===== src/jtp_pkg.sv =====
package jtp_pkg;

    // Controller states.
    typedef enum logic [3:0] {
        TestLogicReset,
        RunTestIdle,
        SelectDr,
        CaptureDr,
        ShiftDr,
        Exit1Dr,
        PauseDr,
        Exit2Dr,
        UpdateDr,
        SelectIr,
        CaptureIr,
        ShiftIr,
        Exit1Ir,
        PauseIr,
        Exit2Ir,
        UpdateIr
    } jtp_state_e;

    // Instruction register geometry and codes.
    localparam int             IR_LEN         = 4;
    localparam logic [3:0]     INSTR_EXTEST   = 4'h0;
    localparam logic [3:0]     INSTR_IDCODE   = 4'h1;
    localparam logic [3:0]     INSTR_SAMPLE   = 4'h2;
    localparam logic [3:0]     INSTR_BYPASS   = 4'hf;
    localparam logic [3:0]     IR_STATUS_WORD = 4'h5;
    localparam logic [3:0]     IR_RESET_VALUE = INSTR_IDCODE;

    // Identification word; the value is arbitrary, bit 0 must stay one.
    localparam int             ID_LEN         = 32;
    localparam logic [31:0]    ID_WORD        = 32'h0000_a001;

    // Boundary chain: input cells first (nearest the serial output), then output cells.
    localparam int             BS_IN_CELLS    = 4;
    localparam int             BS_OUT_CELLS   = 4;
    localparam int             BS_LEN         = BS_IN_CELLS + BS_OUT_CELLS;

    // Pin synchroniser depth.
    localparam int             SYNC_STAGES    = 2;

    // Reset values.
    localparam logic           TDO_RESET      = 1'b0;
    localparam logic           OE_RESET       = 1'b0;

endpackage : jtp_pkg


===== src/jtp_tap_controller.sv =====
`timescale 1ns/10ps
`default_nettype none

// Summary of operation
// RULE_01 - Sixteen-state machine selects register operation.
// RULE_02 - Transitions decided by mode select at rising edge.
// RULE_03 - Power on or test reset enters reset state.
// RULE_04 - Five mode-select-high edges reach reset state.
// RULE_05 - Test reset line may stay unconnected.
// RULE_06 - Reset state loads identification instruction.
// RULE_07 - Idle holds while select low, registers unchanged.
// RULE_08 - Select and exit states only branch.
// RULE_09 - Capture-DR loads pin and core levels.
// RULE_10 - Capture-IR loads fixed status word.
// RULE_11 - Shift moves one bit per test clock.
// RULE_12 - Shift continues; last bit leaves entering Exit1.
// RULE_13 - Pause holds shift contents while select low.
// RULE_14 - Update-DR moves stages into holding latches.
// RULE_15 - Update-IR writes new instruction, effective immediately.
// RULE_16 - Instruction register serial only in IR states.
// RULE_17 - Bypass passes serial input to output.
// RULE_18 - Inputs sampled rising, output changes falling.
// RULE_19 - Bypass is one stage, one clock delay.
// RULE_20 - Instruction selects data register in DR states.
// RULE_21 - Arcs follow the standard state diagram.
// RULE_22 - Active-low test reset forces reset state independently.
// RULE_23 - Serial output driven only in shift states.
module jtp_tap_controller
    import jtp_pkg::*;
(
    // System clock and reset
    input  wire logic                    clk,
    input  wire logic                    rst,
    // Test access pins, asynchronous to clk
    input  wire logic                    tck,
    input  wire logic                    tms,
    input  wire logic                    tdi,
    input  wire logic                    trstN,
    output logic                         tdo,
    output logic                         tdoOe,
    // Device pins and core logic seen through the boundary chain
    input  wire logic [BS_IN_CELLS-1:0]  pinIn,
    output logic      [BS_IN_CELLS-1:0]  coreIn,
    input  wire logic [BS_OUT_CELLS-1:0] coreOut,
    output logic      [BS_OUT_CELLS-1:0] pinOut,
    // Status
    output logic      [IR_LEN-1:0]       instrOut,
    output logic      [3:0]              stateOut
);

    // Two-flop synchronisers for every pin input.
    logic [SYNC_STAGES-1:0]              tckSync_q;
    logic [SYNC_STAGES-1:0]              tmsSync_q;
    logic [SYNC_STAGES-1:0]              tdiSync_q;
    logic [SYNC_STAGES-1:0]              trstSync_q;
    logic [BS_IN_CELLS-1:0]              pinMeta_q;
    logic [BS_IN_CELLS-1:0]              pinSync_q;
    logic                                tckPrev_q;

    always_ff @(posedge clk or posedge rst) begin
        if (rst) begin
            tckSync_q  <= '0;
            tmsSync_q  <= '1;
            tdiSync_q  <= '1;
            trstSync_q <= '0;
            pinMeta_q  <= '0;
            pinSync_q  <= '0;
            tckPrev_q  <= 1'b0;
        end else begin
            tckSync_q  <= {tckSync_q[0], tck};
            tmsSync_q  <= {tmsSync_q[0], tms};
            tdiSync_q  <= {tdiSync_q[0], tdi};
            trstSync_q <= {trstSync_q[0], trstN};
            pinMeta_q  <= pinIn;
            pinSync_q  <= pinMeta_q;
            tckPrev_q  <= tckSync_q[1];
        end
    end

    // Edge strobes and sampled pin levels.
    wire tckHigh  = tckSync_q[1];
    wire tckRise  = tckHigh & ~tckPrev_q;                                   // [RULE_02] [RULE_18]
    wire tckFall  = ~tckHigh & tckPrev_q;                                   // [RULE_18]
    wire tmsBit   = tmsSync_q[1];
    wire tdiBit   = tdiSync_q[1];
    // Test reset is honoured whenever low, with or without test clock edges; a floating
    // line is expected to be pulled high on the board, so mode-select reset still works.
    wire trstHold = ~trstSync_q[1];                                         // [RULE_22] [RULE_05]

    // State machine.
    jtp_state_e state_q;
    jtp_state_e state_d;

    always_comb begin
        state_d = state_q;
        unique case (state_q)                                               // [RULE_01] [RULE_21]
            TestLogicReset: state_d = tmsBit ? TestLogicReset : RunTestIdle;
            RunTestIdle:    state_d = tmsBit ? SelectDr : RunTestIdle;      // [RULE_07]
            SelectDr:       state_d = tmsBit ? SelectIr : CaptureDr;        // [RULE_08]
            CaptureDr:      state_d = tmsBit ? Exit1Dr : ShiftDr;
            ShiftDr:        state_d = tmsBit ? Exit1Dr : ShiftDr;           // [RULE_12]
            Exit1Dr:        state_d = tmsBit ? UpdateDr : PauseDr;          // [RULE_08]
            PauseDr:        state_d = tmsBit ? Exit2Dr : PauseDr;           // [RULE_13]
            Exit2Dr:        state_d = tmsBit ? UpdateDr : ShiftDr;          // [RULE_08]
            UpdateDr:       state_d = tmsBit ? SelectDr : RunTestIdle;
            SelectIr:       state_d = tmsBit ? TestLogicReset : CaptureIr;  // [RULE_08] [RULE_04]
            CaptureIr:      state_d = tmsBit ? Exit1Ir : ShiftIr;
            ShiftIr:        state_d = tmsBit ? Exit1Ir : ShiftIr;           // [RULE_12]
            Exit1Ir:        state_d = tmsBit ? UpdateIr : PauseIr;          // [RULE_08]
            PauseIr:        state_d = tmsBit ? Exit2Ir : PauseIr;           // [RULE_13]
            Exit2Ir:        state_d = tmsBit ? UpdateIr : ShiftIr;          // [RULE_08]
            UpdateIr:       state_d = tmsBit ? SelectDr : RunTestIdle;
        endcase
    end

    // Any state reaches reset within five high samples through the arcs above.
    always_ff @(posedge clk or posedge rst) begin
        if (rst) begin
            state_q <= TestLogicReset;                                      // [RULE_03]
        end else if (trstHold) begin
            state_q <= TestLogicReset;                                      // [RULE_03] [RULE_22]
        end else if (tckRise) begin
            state_q <= state_d;                                             // [RULE_02] [RULE_04]
        end
    end

    // State decode; each strobe lasts one clk cycle at a test clock rising edge.
    wire inReset     = (state_q == TestLogicReset);
    wire doCaptureDr = tckRise & ~trstHold & (state_q == CaptureDr);
    wire doShiftDr   = tckRise & ~trstHold & (state_q == ShiftDr);
    wire doUpdateDr  = tckRise & ~trstHold & (state_q == UpdateDr);
    wire doCaptureIr = tckRise & ~trstHold & (state_q == CaptureIr);
    wire doShiftIr   = tckRise & ~trstHold & (state_q == ShiftIr);
    wire doUpdateIr  = tckRise & ~trstHold & (state_q == UpdateIr);
    wire inShift     = (state_q == ShiftDr) | (state_q == ShiftIr);
    wire irPath      = (state_q == ShiftIr);

    // Instruction register and its shift stage.
    logic [IR_LEN-1:0] irShift_q;
    logic [IR_LEN-1:0] irShift_d;
    logic [IR_LEN-1:0] instr_q;

    assign irShift_d = doCaptureIr ? IR_STATUS_WORD :                       // [RULE_10]
                       doShiftIr   ? {tdiBit, irShift_q[IR_LEN-1:1]} :      // [RULE_11] [RULE_16]
                                     irShift_q;                             // [RULE_13]

    always_ff @(posedge clk or posedge rst) begin
        if (rst) begin
            irShift_q <= IR_STATUS_WORD;
        end else begin
            irShift_q <= irShift_d;
        end
    end

    always_ff @(posedge clk or posedge rst) begin
        if (rst) begin
            instr_q <= IR_RESET_VALUE;
        end else if (inReset | trstHold) begin
            instr_q <= IR_RESET_VALUE;                                      // [RULE_06]
        end else if (doUpdateIr) begin
            instr_q <= irShift_q;                                           // [RULE_15]
        end
    end

    // Instruction decode; unknown codes fall back to the bypass path.
    wire selExtest = (instr_q == INSTR_EXTEST);
    wire selSample = (instr_q == INSTR_SAMPLE);
    wire selIdcode = (instr_q == INSTR_IDCODE);
    wire selBsr    = selExtest | selSample;                                 // [RULE_20]
    wire selBypass = ~selBsr & ~selIdcode;                                  // [RULE_20]

    // Single-stage bypass register, cleared on capture.
    logic bypass_q;

    always_ff @(posedge clk or posedge rst) begin
        if (rst) begin
            bypass_q <= 1'b0;
        end else if (doCaptureDr & selBypass) begin
            bypass_q <= 1'b0;
        end else if (doShiftDr & selBypass) begin
            bypass_q <= tdiBit;                                             // [RULE_17] [RULE_19]
        end
    end

    // Identification shift register.
    logic [ID_LEN-1:0] idShift_q;
    logic [ID_LEN-1:0] idShift_d;

    assign idShift_d = (doCaptureDr & selIdcode) ? ID_WORD :
                       (doShiftDr & selIdcode)   ? {tdiBit, idShift_q[ID_LEN-1:1]} :   // [RULE_11]
                                                   idShift_q;

    always_ff @(posedge clk or posedge rst) begin
        if (rst) begin
            idShift_q <= ID_WORD;
        end else begin
            idShift_q <= idShift_d;
        end
    end

    // Boundary chain. Cell 0 sits next to the serial output.
    wire               bsCapture = doCaptureDr & selBsr;
    wire               bsShift   = doShiftDr & selBsr;
    wire               bsUpdate  = doUpdateDr & selBsr;
    wire [BS_LEN-1:0]  bsCaptureIn;
    wire [BS_LEN-1:0]  bsStage;
    wire [BS_LEN-1:0]  bsHeld;
    wire [BS_LEN:0]    bsChain;

    // Input cells capture the pin level, output cells the core's drive.
    assign bsCaptureIn = {coreOut, pinSync_q};                              // [RULE_09]
    assign bsChain[BS_LEN] = tdiBit;

    genvar g;
    generate
        for (g = 0; g < BS_LEN; g++) begin : gCell
            jtp_scan_cell i_jtp_scan_cell (
                .clk       (clk),
                .rst       (rst),
                .captureEn (bsCapture),                                     // [RULE_09]
                .shiftEn   (bsShift),                                       // [RULE_11]
                .updateEn  (bsUpdate),                                      // [RULE_14]
                .captureIn (bsCaptureIn[g]),
                .serialIn  (bsChain[g+1]),
                .shiftOut  (bsStage[g]),
                .heldOut   (bsHeld[g])
            );
            assign bsChain[g] = bsStage[g];
        end
    endgenerate

    // Pin side: the held latches drive pins only in the external test mode, so a
    // preload never disturbs the pins before the instruction takes effect.
    wire [BS_OUT_CELLS-1:0] pinOut_d  = selExtest ? bsHeld[BS_LEN-1:BS_IN_CELLS] : coreOut;   // [RULE_14]
    logic [BS_OUT_CELLS-1:0] pinOut_q;
    logic [BS_IN_CELLS-1:0]  coreIn_q;
    wire [BS_IN_CELLS-1:0]  coreIn_d  = selExtest ? bsHeld[BS_IN_CELLS-1:0] : pinSync_q;

    always_ff @(posedge clk or posedge rst) begin
        if (rst) begin
            pinOut_q <= '0;
            coreIn_q <= '0;
        end else begin
            pinOut_q <= pinOut_d;
            coreIn_q <= coreIn_d;
        end
    end

    // Serial output selection.
    wire drSerial = selBsr    ? bsStage[0] :
                    selIdcode ? idShift_q[0] :
                                bypass_q;                                   // [RULE_20]
    wire tdo_d    = irPath ? irShift_q[0] : drSerial;                       // [RULE_16]

    // Output stage is updated on test clock falling edges, and cleared while test reset is low.
    logic tdo_q;
    logic tdoOe_q;

    // The data bit is forced low outside the shift states, so a stale bit never leaks out.
    always_ff @(posedge clk or posedge rst) begin
        if (rst) begin
            tdo_q <= TDO_RESET;
        end else if (trstHold) begin
            tdo_q <= TDO_RESET;
        end else if (tckFall) begin
            tdo_q <= inShift ? tdo_d : TDO_RESET;                           // [RULE_18] [RULE_12]
        end
    end

    always_ff @(posedge clk or posedge rst) begin
        if (rst) begin
            tdoOe_q <= OE_RESET;
        end else if (trstHold) begin
            tdoOe_q <= OE_RESET;                                            // [RULE_23]
        end else if (tckFall) begin
            tdoOe_q <= inShift;                                             // [RULE_23]
        end
    end

    // Status outputs, registered.
    logic [3:0] stateOut_q;
    logic [IR_LEN-1:0] instrOut_q;

    always_ff @(posedge clk or posedge rst) begin
        if (rst) begin
            stateOut_q <= 4'h0;
            instrOut_q <= IR_RESET_VALUE;
        end else begin
            stateOut_q <= state_q;
            instrOut_q <= instr_q;
        end
    end

    assign tdo      = tdo_q;
    assign tdoOe    = tdoOe_q;
    assign pinOut   = pinOut_q;
    assign coreIn   = coreIn_q;
    assign stateOut = stateOut_q;
    assign instrOut = instrOut_q;

endmodule // jtp_tap_controller

`default_nettype wire


===== src/jtp_scan_cell.sv =====
`timescale 1ns/10ps
`default_nettype none

// One boundary cell: a capture/shift stage followed by an update latch.
module jtp_scan_cell (
    // Clock and reset
    input  wire logic clk,
    input  wire logic rst,
    // Controls, each a one-cycle strobe
    input  wire logic captureEn,
    input  wire logic shiftEn,
    input  wire logic updateEn,
    // Data
    input  wire logic captureIn,
    input  wire logic serialIn,
    output logic      shiftOut,
    output logic      heldOut
);

    logic stage_q;
    logic stage_d;
    logic held_q;

    assign stage_d = captureEn ? captureIn : (shiftEn ? serialIn : stage_q);

    always_ff @(posedge clk or posedge rst) begin
        if (rst) begin
            stage_q <= 1'b0;
        end else begin
            stage_q <= stage_d;
        end
    end

    always_ff @(posedge clk or posedge rst) begin
        if (rst) begin
            held_q <= 1'b0;
        end else if (updateEn) begin
            held_q <= stage_q;
        end
    end

    assign shiftOut = stage_q;
    assign heldOut  = held_q;

endmodule // jtp_scan_cell

`default_nettype wire


===== config.mk =====
export PLATFORM = sky130hd
export DESIGN_NAME = jtp_tap_controller
export DESIGN_NICKNAME = d
export VERILOG_FILES = /design/src/jtp_pkg.sv /design/src/jtp_tap_controller.sv /design/src/jtp_scan_cell.sv
export SDC_FILE = /design/constraint.sdc
export NUM_CORES = 1
export LEC_CHECK = 0
export BUFFER_PORTS_ARGS = -buffer_cell sky130_fd_sc_hd__buf_2
export CORE_MARGIN = 3
export CORE_UTILIZATION = 46
export CTS_BUF_LIST = sky130_fd_sc_hd__clkbuf_8
export DETAILED_ROUTE_END_ITERATION = 10
export GPL_ROUTABILITY_DRIVEN = 0
export PLACE_DENSITY_LB_ADDON = 0.05
export SETUP_SLACK_MARGIN = 0.5
export SYNTH_ARGS = -nofsm -noshare
export SYNTH_HDL_FRONTEND = slang
export SYNTH_SLANG_ARGS = --single-unit

===== constraint.sdc =====
create_clock -name clk -period 8.3 [get_ports clk]
set_clock_uncertainty 0.15 [all_clocks]
set_input_delay 0.83 -clock clk [delete_from_list [all_inputs] [get_ports clk]]
set_output_delay 0.83 -clock clk [all_outputs]
set_load 0.02 [all_outputs]

After elaboration in Yosys (flattened, before gate mapping)
Cells that the tools add are included.
{"block": "classes", "muxes": 49, "eq_ne": 19, "bitwise_logic": 25, "n_reduce_logical": 10}
{"op": "32-bit two-way mux", "n": 2}
{"op": "4-bit two-way mux", "n": 12}
{"op": "4-bit one-hot mux with 12 select lines", "n": 1}
{"op": "4-bit == test, second input constant", "n": 8}
{"op": "1-bit two-way mux", "n": 29}
{"op": "1-bit bitwise AND", "n": 17}
{"op": "4-bit by 3-bit == test with 1-bit output, second input constant", "n": 4}
{"op": "4-bit by 2-bit == test with 1-bit output, second input constant", "n": 3}
{"op": "2-bit nonzero test", "n": 5}
{"op": "4-bit by 1-bit == test with 1-bit output, second input constant", "n": 2}
{"op": "4-bit zero test", "n": 2}
{"op": "2-bit two-way mux", "n": 3}
{"op": "3-bit two-way mux", "n": 2}
{"op": "1-bit NOT", "n": 5}
{"op": "2-bit by 1-bit inequality test with 1-bit output, second input constant", "n": 2}
{"op": "2-bit OR reduction", "n": 2}
{"op": "1-bit OR", "n": 3}
{"op": "3-bit OR reduction", "n": 1}
{"block": "word_totals", "output_inout_bits": 18, "register_bits": 96}

Depth between registers and ports, before layout
Gate-level depths: netlist (run 1).
{"block": "logic_depth", "depth_word": 7, "depth_mapped": 6}

By module
A second synthesis (run 1) with hierarchy kept.
{"block": "unflattened", "hier_cells": 351, "area_unflattened_um2": 3900.0}
{"mod": "jtp_tap_controller", "area_per_inst_um2": 3199.3, "cells_each": 295, "instances": 1}
{"mod": "jtp_scan_cell", "area_per_inst_um2": 87.6, "cells_each": 7, "instances": 8}

Least setup slack after synthesis (run 1)
Ideal clock, no wire load.
{"block": "synth_path", "path_kind": "flip-flop to flip-flop", "startpoint": "reg instr_q[0]", "endpoint": "reg idShift_q[10]", "setup_time_ps": 119, "path_slack_ps": 6667, "period_less_slack_ps": 1633, "path_buffers": 1, "stages_incl_launch_ff": 6, "arrival_time_ps": 1364, "cell_sequence": "dfstp_2 -> nor2b_1 -> o2111ai_4 -> buf_4 -> nand2_1 -> o21ai_2"}
{"block": "synth_via", "elab_chain_cells": 3}
{"element": "start, declared", "line_no": "jtp_tap_controller.sv:141", "source": "logic [IR_LEN-1:0] instr_q;"}
{"element": "start signal, assigned", "line_no": "jtp_tap_controller.sv:161", "source": "instr_q <= irShift_q;"}
{"element": "4-bit by 1-bit == test with 1-bit output (*)", "line_no": "jtp_tap_controller.sv:168", "source": "wire selIdcode = (instr_q == INSTR_IDCODE);"}
{"element": "1-bit bitwise AND, on equally long branches", "line_no": "jtp_tap_controller.sv:189, jtp_tap_controller.sv:190"}
{"element": "32-bit two-way mux / 2-bit nonzero test (equally long branches)"}
{"element": "end signal, assigned", "line_no": "jtp_tap_controller.sv:197", "source": "idShift_q <= idShift_d;"}
{"element": "end, declared", "line_no": "jtp_tap_controller.sv:186", "source": "logic [ID_LEN-1:0] idShift_q;"}
Every way passes the cells marked *; elsewhere a longest branch is shown, timed or not.
A chain may end at the register's enable or synchronous reset.

Worst setup path in the final report (run 1)
{"block": "layout_path", "startpoint": "reg state_q[2]", "endpoint": "reg idShift_q[27]"}
{"block": "layout_via", "elab_chain_cells": 4}
{"element": "start, declared", "line_no": "jtp_tap_controller.sv:91", "source": "jtp_state_e state_q;"}
{"element": "start signal, assigned", "line_no": "jtp_tap_controller.sv:119", "source": "state_q <= TestLogicReset;"}
{"element": "start signal, assigned", "line_no": "jtp_tap_controller.sv:121", "source": "state_q <= TestLogicReset;"}
{"element": "start signal, assigned", "line_no": "jtp_tap_controller.sv:123", "source": "state_q <= state_d;"}
{"element": "4-bit by 2-bit == test with 1-bit output / 4-bit by 3-bit == test with 1-bit output (equally long branches)", "line_no": "jtp_tap_controller.sv:129, jtp_tap_controller.sv:130"}
{"element": "1-bit bitwise AND, on equally long branches", "line_no": "jtp_tap_controller.sv:129, jtp_tap_controller.sv:130"}
{"element": "1-bit bitwise AND, on equally long branches", "line_no": "jtp_tap_controller.sv:189, jtp_tap_controller.sv:190"}
{"element": "32-bit two-way mux / 2-bit nonzero test (equally long branches)"}
Parallel ways exist; a longest one is shown, timed or not.

==> flow_summary.json, run 1 <==
{
  "status": "finished, final reports clean",
  "hold_viol": 0,
  "portBuffers": 31,
  "die_x_um": 98.8,
  "clk_pin_slew_ns": 0.09,
  "die-area_um2": 9770,
  "cts_sinks": 96,
  "slew_viol_final": 0,
  "numCtsBuffers": 9,
  "postSynthCellCount": 350,
  "arrival_ns": 2.29,
  "power_per_cell_area_nw_per_um2": 205,
  "cts_buffer_depth": 2,
  "rsz0062_at_grt": "no",
  "drive_gt1_share_pct": 27.3,
  "cts_root_buf": "clkbuf_8",
  "grt_pass1_wl_um": 12400,
  "num_rows": 33,
  "p_leak_nw": 1.96,
  "yosysSeqAreaShare_pct": 60.9,
  "wl_per_cell_um": 14.3,
  "final_util_pct": 53.0,
  "io_pins": 32,
  "timing.fmax_ghz": 0.451,
  "drc_errors": 0,
  "synth_edf_count": 0,
  "worstPathRequired_ns": 8.37,
  "chipHeight_um": 98.8,
  "viasPerCell": 5.15,
  "maxSlewHeadroom_pct": 55.0,
  "pwr-share-seq_pct": 54.3,
  "maxUsedRoutingLayer": "met4",
  "drt-total-wl_um": 6930,
  "cts_tree": "yes",
  "clock_power_share_pct": 41.2,
  "path_max_fanout": 64,
  "critPathLaunchType": "flip-flop",
  "wl_met2_um": 3290,
  "initial_core_util_pct": 47.8,
  "reg2regPathDepth": 4,
  "period_share_pct": 26.7,
  "dr_wl_met3_um": 237,
  "power_mw": 0.900,
  "ys_ff_latch": 96,
  "synth_top_area_share_pct": 53.6,
  "yosysWarningCount": 0,
  "ctsHoldBuffers": 0,
  "p_int_mw": 0.703,
  "grt_pass1_vias": 2560,
  "syn2layout_area_growth_pct": 10.9,
  "synthTopCellsByArea": "dfrtp_1 54%, nand2_1 8.0%, dfstp_2 7.3%, mux2_2 4.5%, o21ai_2 4.0%",
  "min_period_ns": 2.22,
  "dr.first_iter.drc_count": 132,
  "grt_start_max_net_pins": 65,
  "worstHoldPathType": "flip-flop to flip-flop",
  "max-vdd-ir-drop_v": 0.000136,
  "coreArea_um2": 8300,
  "netlist_area_um2": 3970,
  "critPathKind": "flip-flop to flip-flop",
  "grt_util_all_layers_pct": 15.8,
  "synth_cell_types": 47,
  "grt_overflow": 0,
  "endpoint_kind": "flip-flop",
  "antenna_found_initial": 0,
  "yosys.area.top_type": "dfrtp_1",
  "fin_tns_setup_ns": 0,
  "final_antenna_net_count": 0,
  "p_switching_mw": 0.197,
  "cts-htree-levels": 3,
  "post_cts_buffers": 0,
  "place_hpwl_um": 4400,
  "m1WireLength_um": 3300,
  "syn-num-nets": 364,
  "synthArstFlopShare_pct": 100,
  "cts_resized": 0,
  "avgSynthCellArea_um2": 11.3,
  "tightest_slew_ns": 0.675,
  "switching_share_pct": 21.9,
  "setup_violations": 0,
  "vias": 2501,
  "clock_latency_ns": 0.36,
  "fin_nets": 390,
  "min_path_cells": 0,
  "synthFlopType": "dfrtp_1",
  "diodes": 0,
  "drt_pass1_iterations": 4,
  "drv_cap": 0,
  "combPwrFrac_pct": 4.6
}
## routing by layer
layer / vias to the layer above / track usage (%)
li1: 1256 / -
met1: 1201 / 22.3
met2: 34 / 23.6
met3: 10 / 4.46
met4: 0 / 5.25
met5: - / 0
## critical path: stages (launching register included)
cell,delay [ns]
dfrtp_1,0.68
and3b_4,0.30
o2111ai_4,0.17
buf_4,0.57
o21ai_0,0.19
## Yosys cell counts, types with 2 or more instances
cell type / count
o21ai_1: 13
o211ai_1: 2
mux2_2: 16
nand2b_1: 2
dfstp_2: 11
nand3b_1: 2
a31oi_1: 2
nor3_1: 2
a211oi_1: 3
mux2i_1: 8
o21ai_2: 18
and3_1: 2
clkbuf_1: 5
nor3b_1: 2
dfrtp_1: 85
nand2_1: 85
buf_2: 6
nor2_1: 16
inv_1: 5
a21oi_1: 5
buf_4: 3
nor2b_1: 3
a21boi_0: 2
xnor2_1: 2
buf_6: 5
o21ai_0: 24
## registers in the layout, summed over array words and instances, names as in the netlist, 2 cells and up
signal,count
idShift_q,32
gCell.i_jtp_scan_cell.heldOut,8
gCell.i_jtp_scan_cell.shiftOut,8
coreIn,4
instrOut,4
instr_q,4
irShift_q,4
pinMeta_q,4
pinOut,4
pinSync_q,4
stateOut,4
state_q,4
tckSync_q,2
tdiSync_q,2
tmsSync_q,2
trstSync_q,2
## cell usage in the layout (no fill, tap or decap), drive strengths merged, types with 3 or more instances in the layout
| master | instances |
|---|---|
| a211oi | 3 |
| a21oi | 5 |
| buf | 34 |
| bufinv | 3 |
| clkbuf | 10 |
| dfrtp | 85 |
| dfstp | 11 |
| inv | 7 |
| mux2 | 16 |
| mux2i | 8 |
| nand2 | 85 |
| nor2 | 16 |
| nor2b | 3 |
| nor3 | 3 |
| nor3b | 3 |
| o211ai | 3 |
| o21ai | 55 |
## power groups by stage
stage                     sequential, mW  combinational (mW)  clock, mW
final                              0.489              0.0411      0.371
after detailed placement           0.498              0.0422          0
after CTS                          0.489              0.0424      0.386
after global placement             0.497              0.0421          0
after global routing               0.491              0.0468      0.403
after floorplan                    0.497              0.0288          0
## final timing paths
check                        startpoint  slack [ns]       endpoint
setup reg to reg             state_q[2]        6.08  idShift_q[27]
setup / recovery             state_q[2]        6.08  idShift_q[27]
hold / removal             tdiSync_q[0]        0.20   tdiSync_q[1]
max in group asynchronous           rst        6.57      coreIn[0]
hold reg to reg            tdiSync_q[0]        0.20   tdiSync_q[1]
min in group asynchronous           rst        0.36  idShift_q[22]
## through the flow
stage,worst slack [ns],cells,hold WS [ns],cell area [µm²]
finish,6.08,486,0.202,4400
global route,5.89,486,0.215,4400
CTS,6.08,486,0.203,4400
detailed placement,6.09,470,0.185,4150
global placement,6.10,470,0.183,4150
floorplan,4.83,350,0.181,3970
## cell type report
cell class | count | area [µm²]
fillers | 732 | 3900
flip-flops and latches | 96 | 2420
multi-input cells | 230 | 1400
repair buffers | 34 | 178
clock buffers | 10 | 138
well taps | 105 | 131
clock inverters | 6 | 113
inverters | 5 | 21.3
## logic make-up (layout without fill, tap and decap cells)
kind of cell	Yosys count	in the layout	share of synthesized area (%)
muxes	24	24	6.56
xor gates and xnor gates	2	2	0.442
buffers and inverters	24	55	3.69
AOI/OAI and AO/OA	81	81	13.9
DFF	96	96	60.9
and+or+nand+nor	123	123	14.4
Power figures use the tool's default switching activity.
==> inputs of run 2 (changes only) <==
clock period = 2.2 ns   (was 8.3 ns; I/O delays follow)
==> run 2 against run 1 <==
  * Core utilization increased by 7.0 points
  * Critical path type unchanged
  * First-iteration DRC count down 14%
  * Critical path depth grew 2
  * Hold slack better by 0.0052 ns
  * Largest power group unchanged
  * Global-route usage rose by 0.082 points
  * Clock power rose to 3.1 times the previous value
  * Power grew to 3.6 times the previous value
  * Cell count increased by 9.7%
  * Wire length up 17%
==> flow_summary.json, run 2 (synthesized netlist as in run 1, its figures left out) <==
{
  "portBuffers": 31,
  "fin_nets": 437,
  "min_period_ns": 1.68,
  "io_pins": 32,
  "wl_per_cell_um": 15.3,
  "diodes": 0,
  "power_per_cell_area_nw_per_um2": 644,
  "numCtsBuffers": 9,
  "drc_errors": 0,
  "grt_overflow": 0,
  "antenna_found_initial": 0,
  "endpoint_kind": "flip-flop",
  "cts_sinks": 96,
  "dr.first_iter.drc_count": 113,
  "initial_core_util_pct": 47.8,
  "cts-htree-levels": 3,
  "mostFrequentLayoutCell": "dfrtp_1",
  "fin_tns_setup_ns": 0,
  "p_switching_mw": 0.780,
  "cts_buffer_depth": 2,
  "critPathKind": "flip-flop to flip-flop",
  "setup_violations": 0,
  "path_max_fanout": 8,
  "max-vdd-ir-drop_v": 0.000274,
  "drive_gt1_share_pct": 36.7,
  "viasPerCell": 5.20,
  "grt.met2_usage_pct": 22.9,
  "tightest_slew_ns": 0.476,
  "chipHeight_um": 98.8,
  "die-area_um2": 9770,
  "cp_slowest_cell": "dfrtp_1",
  "layout_common_cells": "82 x dfrtp_1, 77 x nand2_1, 31 x buf_2, 24 x buf_4, 23 x o21ai_0",
  "cp.buffers_inverters": 2,
  "switching_share_pct": 24.3,
  "critPathMaxStageDelay_ns": 0.44,
  "worstHoldPathType": "flip-flop to flip-flop",
  "p_int_mw": 2.43,
  "die_x_um": 98.8,
  "slew_viol_final": 0,
  "grt_util_all_layers_pct": 15.9,
  "reg2reg_slack_ns": 0.52,
  "clock_power_share_pct": 35.9,
  "combPwrFrac_pct": 7.0,
  "grt_start_max_net_pins": 65,
  "clk_pin_slew_ns": 0.10,
  "rsz0062_at_grt": "yes",
  "vias": 2774,
  "pwr-share-seq_pct": 57.1,
  "grt_pass1_wl_um": 12400,
  "cts_tree": "yes",
  "hold_viol": 0,
  "grt_use_met3_pct": 3.61,
  "status": "finished, final reports clean",
  "largest-register": "idShift_q",
  "arrival_ns": 1.78,
  "syn2layout_area_growth_pct": 25.6,
  "whs_ns": 0.207,
  "maxSlewHeadroom_pct": 68.2,
  "final_antenna_net_count": 0,
  "timing.fmax_ghz": 0.595,
  "largest_reg_flops": 32,
  "top_usage_layer": "met1",
  "coreArea_um2": 8300,
  "crit_family": "flip-flops",
  "critPathLaunchType": "flip-flop",
  "drt_pass1_iterations": 4,
  "place_hpwl_um": 4660,
  "clock_latency_ns": 0.37,
  "period_share_pct": 76.4,
  "p_leak_nw": 2.20,
  "cts_root_buf": "clkbuf_8",
  "num_rows": 33,
  "grt_pass1_vias": 2461,
  "drt-total-wl_um": 8130,
  "drv_cap": 0,
  "crit_chain": "and3b_4 > o2111ai_4 > buf_12 > clkbuf_16 > nand2_1 > o21ai_1",
  "grtUsageMet1_pct": 23.6,
  "worstPathRequired_ns": 2.30
}
-- run 2: path summary, 6_finish.rpt --
path                              start      endpoint  cells past startpoint
setup / recovery             state_q[2]  idShift_q[3]                      6
hold reg to reg            tckSync_q[0]  tckSync_q[1]                      0
setup reg to reg             state_q[2]  idShift_q[3]                      6
hold / removal             tckSync_q[0]  tckSync_q[1]                      0
max in group asynchronous           rst   instrOut[0]                      4
min in group asynchronous           rst  idShift_q[7]                      3
-- run 2: repair_timing --
action / 4_1_cts / 5_1_grt
hold buffers: 13 / 0
resized for setup: 6 / 27
setup endpoints to repair: 60 / 61
pin swaps: 2 / 11
gates cloned: 0 / 7
hold endpoints to repair: 27 / 0
buffers inserted: 2 / 19
-- run 2: layer usage --
metal / vias up / share of wire [%]
met2: 46 / 49
met4: 0 / 0.98
met1: 1370 / 47
li1: 1350 / -
met3: 8 / 3.3
met5: - / 0
-- run 2: cell type report --
cell class	count	area, µm²
Timing Repair Buffer	80	686
Tap cell	105	131
Fill cell	689	3320
Multi-Input combinational cell	231	1530
Inverter	5	22.5
Clock inverter	7	72.6
Clock buffer	9	124
Sequential cell	96	2420
-- run 2: power by group through the flow --
stage / Sequential [mW] / Clock [mW] / Combinational, mW
CTS: 1.83 / 1.18 / 0.200
finish: 1.83 / 1.15 / 0.225
detailed placement: 1.87 / 0 / 0.180
floorplan: 1.87 / 0 / 0.109
global placement: 1.87 / 0 / 0.179
global route: 1.84 / 1.25 / 0.249
-- run 2: through the flow --
step                      util (%)  setup slack (ns)  cell area, µm²  cells  power [mW]
after floorplan                  -             0.567            3970    350        1.98
after global placement        51.0             0.396            4230    476        2.05
after detailed placement      51.0             0.349            4230    476        2.05
after CTS                     55.5             0.479            4600    507        3.22
after global routing          60.0             0.476            4980    533        3.34
final                         60.0             0.519            4980    533        3.21
==> inputs of run 3 (changes only) <==
clock period = 1.3 ns   (was 2.2 ns; I/O delays follow)
==> run 3 against run 2 <==
  * Cell count increased by 6.8%
  * Hold slack got worse by 0.51 ns
  * Highest routed layer unchanged
  * Via count increased by 6.5%
  * Clock-buffer cell count unchanged
  * First-iteration DRC count decreased by 14%
  * Global-route usage increased by 1.6 points
  * Combinational power increased by 140%
  * The flow now finishes with violations (negative hold slack, negative setup slack)
==> flow_summary.json, run 3 (synthesized netlist as in run 1, its figures left out) <==
{
  "reg2reg_slack_ns": -0.35,
  "largest_reg_flops": 32,
  "mostFrequentLayoutCell": "dfrtp_1",
  "critPathMaxStageDelay_ns": 0.47,
  "grt_pass1_wl_um": 13700,
  "p_switching_mw": 1.36,
  "p_leak_nw": 2.54,
  "timing.fmax_ghz": 0.605,
  "place_hpwl_um": 5160,
  "combPwrFrac_pct": 9.3,
  "die-area_um2": 9770,
  "layout_common_cells": "79 x dfrtp_1, 59 x nand2_1, 41 x buf_4, 40 x buf_6, 30 x o21ai_1",
  "hold_viol": 104,
  "clock_latency_ns": 0.36,
  "drive_gt1_share_pct": 51.9,
  "viasPerCell": 5.19,
  "num_rows": 33,
  "wl_per_cell_um": 15.2,
  "pwr-share-seq_pct": 53.8,
  "critPathLaunchType": "flip-flop",
  "chipHeight_um": 98.8,
  "endpoint_kind": "flip-flop",
  "clk_pin_slew_ns": 0.10,
  "min_period_ns": 1.65,
  "dp.cells": 509,
  "drt-total-wl_um": 8650,
  "setup_violations": 71,
  "die_x_um": 98.8,
  "tightest_slew_ns": 0.274,
  "status": "finished with violations",
  "failed_checks": "negative hold slack, negative setup slack",
  "grt_pass1_vias": 2926,
  "max-vdd-ir-drop_v": 0.000749,
  "critPathKind": "flip-flop to flip-flop",
  "largest-register": "idShift_q",
  "p_int_mw": 4.42,
  "clock_power_share_pct": 36.9,
  "cts_sinks": 96,
  "worstPathRequired_ns": 1.39,
  "arrival_ns": 1.75,
  "portBuffers": 31,
  "grt_use_met3_pct": 3.54,
  "crit_family": "flip-flops",
  "final_antenna_net_count": 0,
  "path_max_fanout": 14,
  "worstHoldPathType": "input port to async pin",
  "top_usage_layer": "met2",
  "syn2layout_area_growth_pct": 43.0,
  "numCtsBuffers": 9,
  "maxSlewHeadroom_pct": 81.7,
  "cts_root_buf": "clkbuf_8",
  "drv_cap": 0,
  "cts-htree-levels": 3,
  "initial_core_util_pct": 47.8,
  "ctsHoldBuffers": 8,
  "grtUsageMet1_pct": 22.9,
  "slew_viol_final": 0,
  "dr.first_iter.drc_count": 97,
  "drc_errors": 0,
  "fin_ws_ns": -0.352,
  "fin_nets": 473,
  "cp.buffers_inverters": 2,
  "antenna_found_initial": 0,
  "rsz0062_at_grt": "yes",
  "drt_pass1_iterations": 5,
  "coreArea_um2": 8300,
  "period_share_pct": 127,
  "switching_share_pct": 23.5,
  "cp_slowest_cell": "dfrtp_2",
  "grt_util_all_layers_pct": 17.4,
  "pre_cts_ws_ns": -0.372,
  "cts_tree": "yes",
  "grt_start_max_net_pins": 53,
  "crit_top_cell": "buf_12",
  "whs_ns": -0.304,
  "cts_buffer_depth": 2,
  "crit_chain": "and3b_4 > o2111ai_4 > buf_12 > buf_12 > nand2_1 > o21ai_1",
  "grt.met2_usage_pct": 28.6,
  "final_util_pct": 68.3,
  "power_per_cell_area_nw_per_um2": 1020,
  "grt_overflow": 0,
  "io_pins": 32,
  "layoutNonFillerInstCount": 569,
  "vias": 2954,
  "diodes": 0
}
-- run 3: cell types whose count changed in the layout (fill, tap and decap cells not counted), moves of 5 or more --
cell / before / now
o21ai_0: 23 / 3
nand2_2: 8 / 21
nor2_1: 14 / 8
buf_4: 24 / 41
o21ai_1: 14 / 30
buf_2: 31 / 15
buf_6: 4 / 40
nand2_1: 77 / 59
mux2_4: 0 / 8
a21oi_1: 5 / 0
dlygate4sd3_1: 13 / 8
nand2_4: 0 / 5
mux2_2: 16 / 8
-- run 3: worst reg2reg max path: cells and delay by family (launching register included) --
family          cells  cell delay [ns]
compound gates      2             0.18
buf+inv             2             0.33
simple gates        2             0.41
flops               1             0.47
-- run 3: what timing repair did --
item,in CTS,in global routing
endpoints found under the hold margin,112,97
setup buffers,14,16
endpoints found under the setup margin,97,98
resized for setup,77,81
cloned,0,6
pin swaps,12,20
-- run 3: power by group through the flow --
stage	clock [mW]	sequential [mW]	combinational, mW
global route	2.30	3.12	0.578
CTS	2.19	3.10	0.461
finish	2.13	3.11	0.534
global placement	0	3.15	0.367
detailed placement	0	3.15	0.370
floorplan	0	3.17	0.194
-- run 3: layer usage --
metal | wire length [µm] | share of wire [%] | vias up
li1 | - | - | 1409
met1 | 3740 | 43 | 1465
met2 | 4390 | 51 | 64
met3 | 305 | 3.5 | 16
met4 | 216 | 2.5 | 0
met5 | 0 | 0 | -
-- run 3: final timing paths --
path / startpoint / to / cells after the start
worst max-delay path: state_q[2] / idShift_q[1] / 6
worst min-delay path: rst / idShift_q[29] / 3
worst max register to register: state_q[2] / idShift_q[1] / 6
worst min register to register: pinMeta_q[1] / pinSync_q[1] / 0
max in group asynchronous: rst / irShift_q[2] / 3
min in group clk: coreOut[0] / pinOut[0] / 2
-- run 3: metrics by stage --
step / hold WS (ns) / total power, mW / TNS (ns) / cell area [µm²]
after global routing: -0.286 / 6.00 / -25.17 / 5670
after floorplan: -0.0155 / 3.37 / -24.33 / 4020
final: -0.304 / 5.77 / -21.56 / 5670
after detailed placement: 0.0863 / 3.52 / -20.60 / 4540
after global placement: 0.0862 / 3.52 / -18.73 / 4540
after CTS: -0.304 / 5.75 / -19.32 / 5180
-- run 3: area by class of cell --
class | instances | area (µm²)
clock buffer | 9 | 124
timing repair buffer | 117 | 1170
tap | 105 | 131
sequential | 96 | 2420
clock inverter | 7 | 95.1
multi-input combinational | 230 | 1700
inverter | 5 | 26.3
fill | 598 | 2630
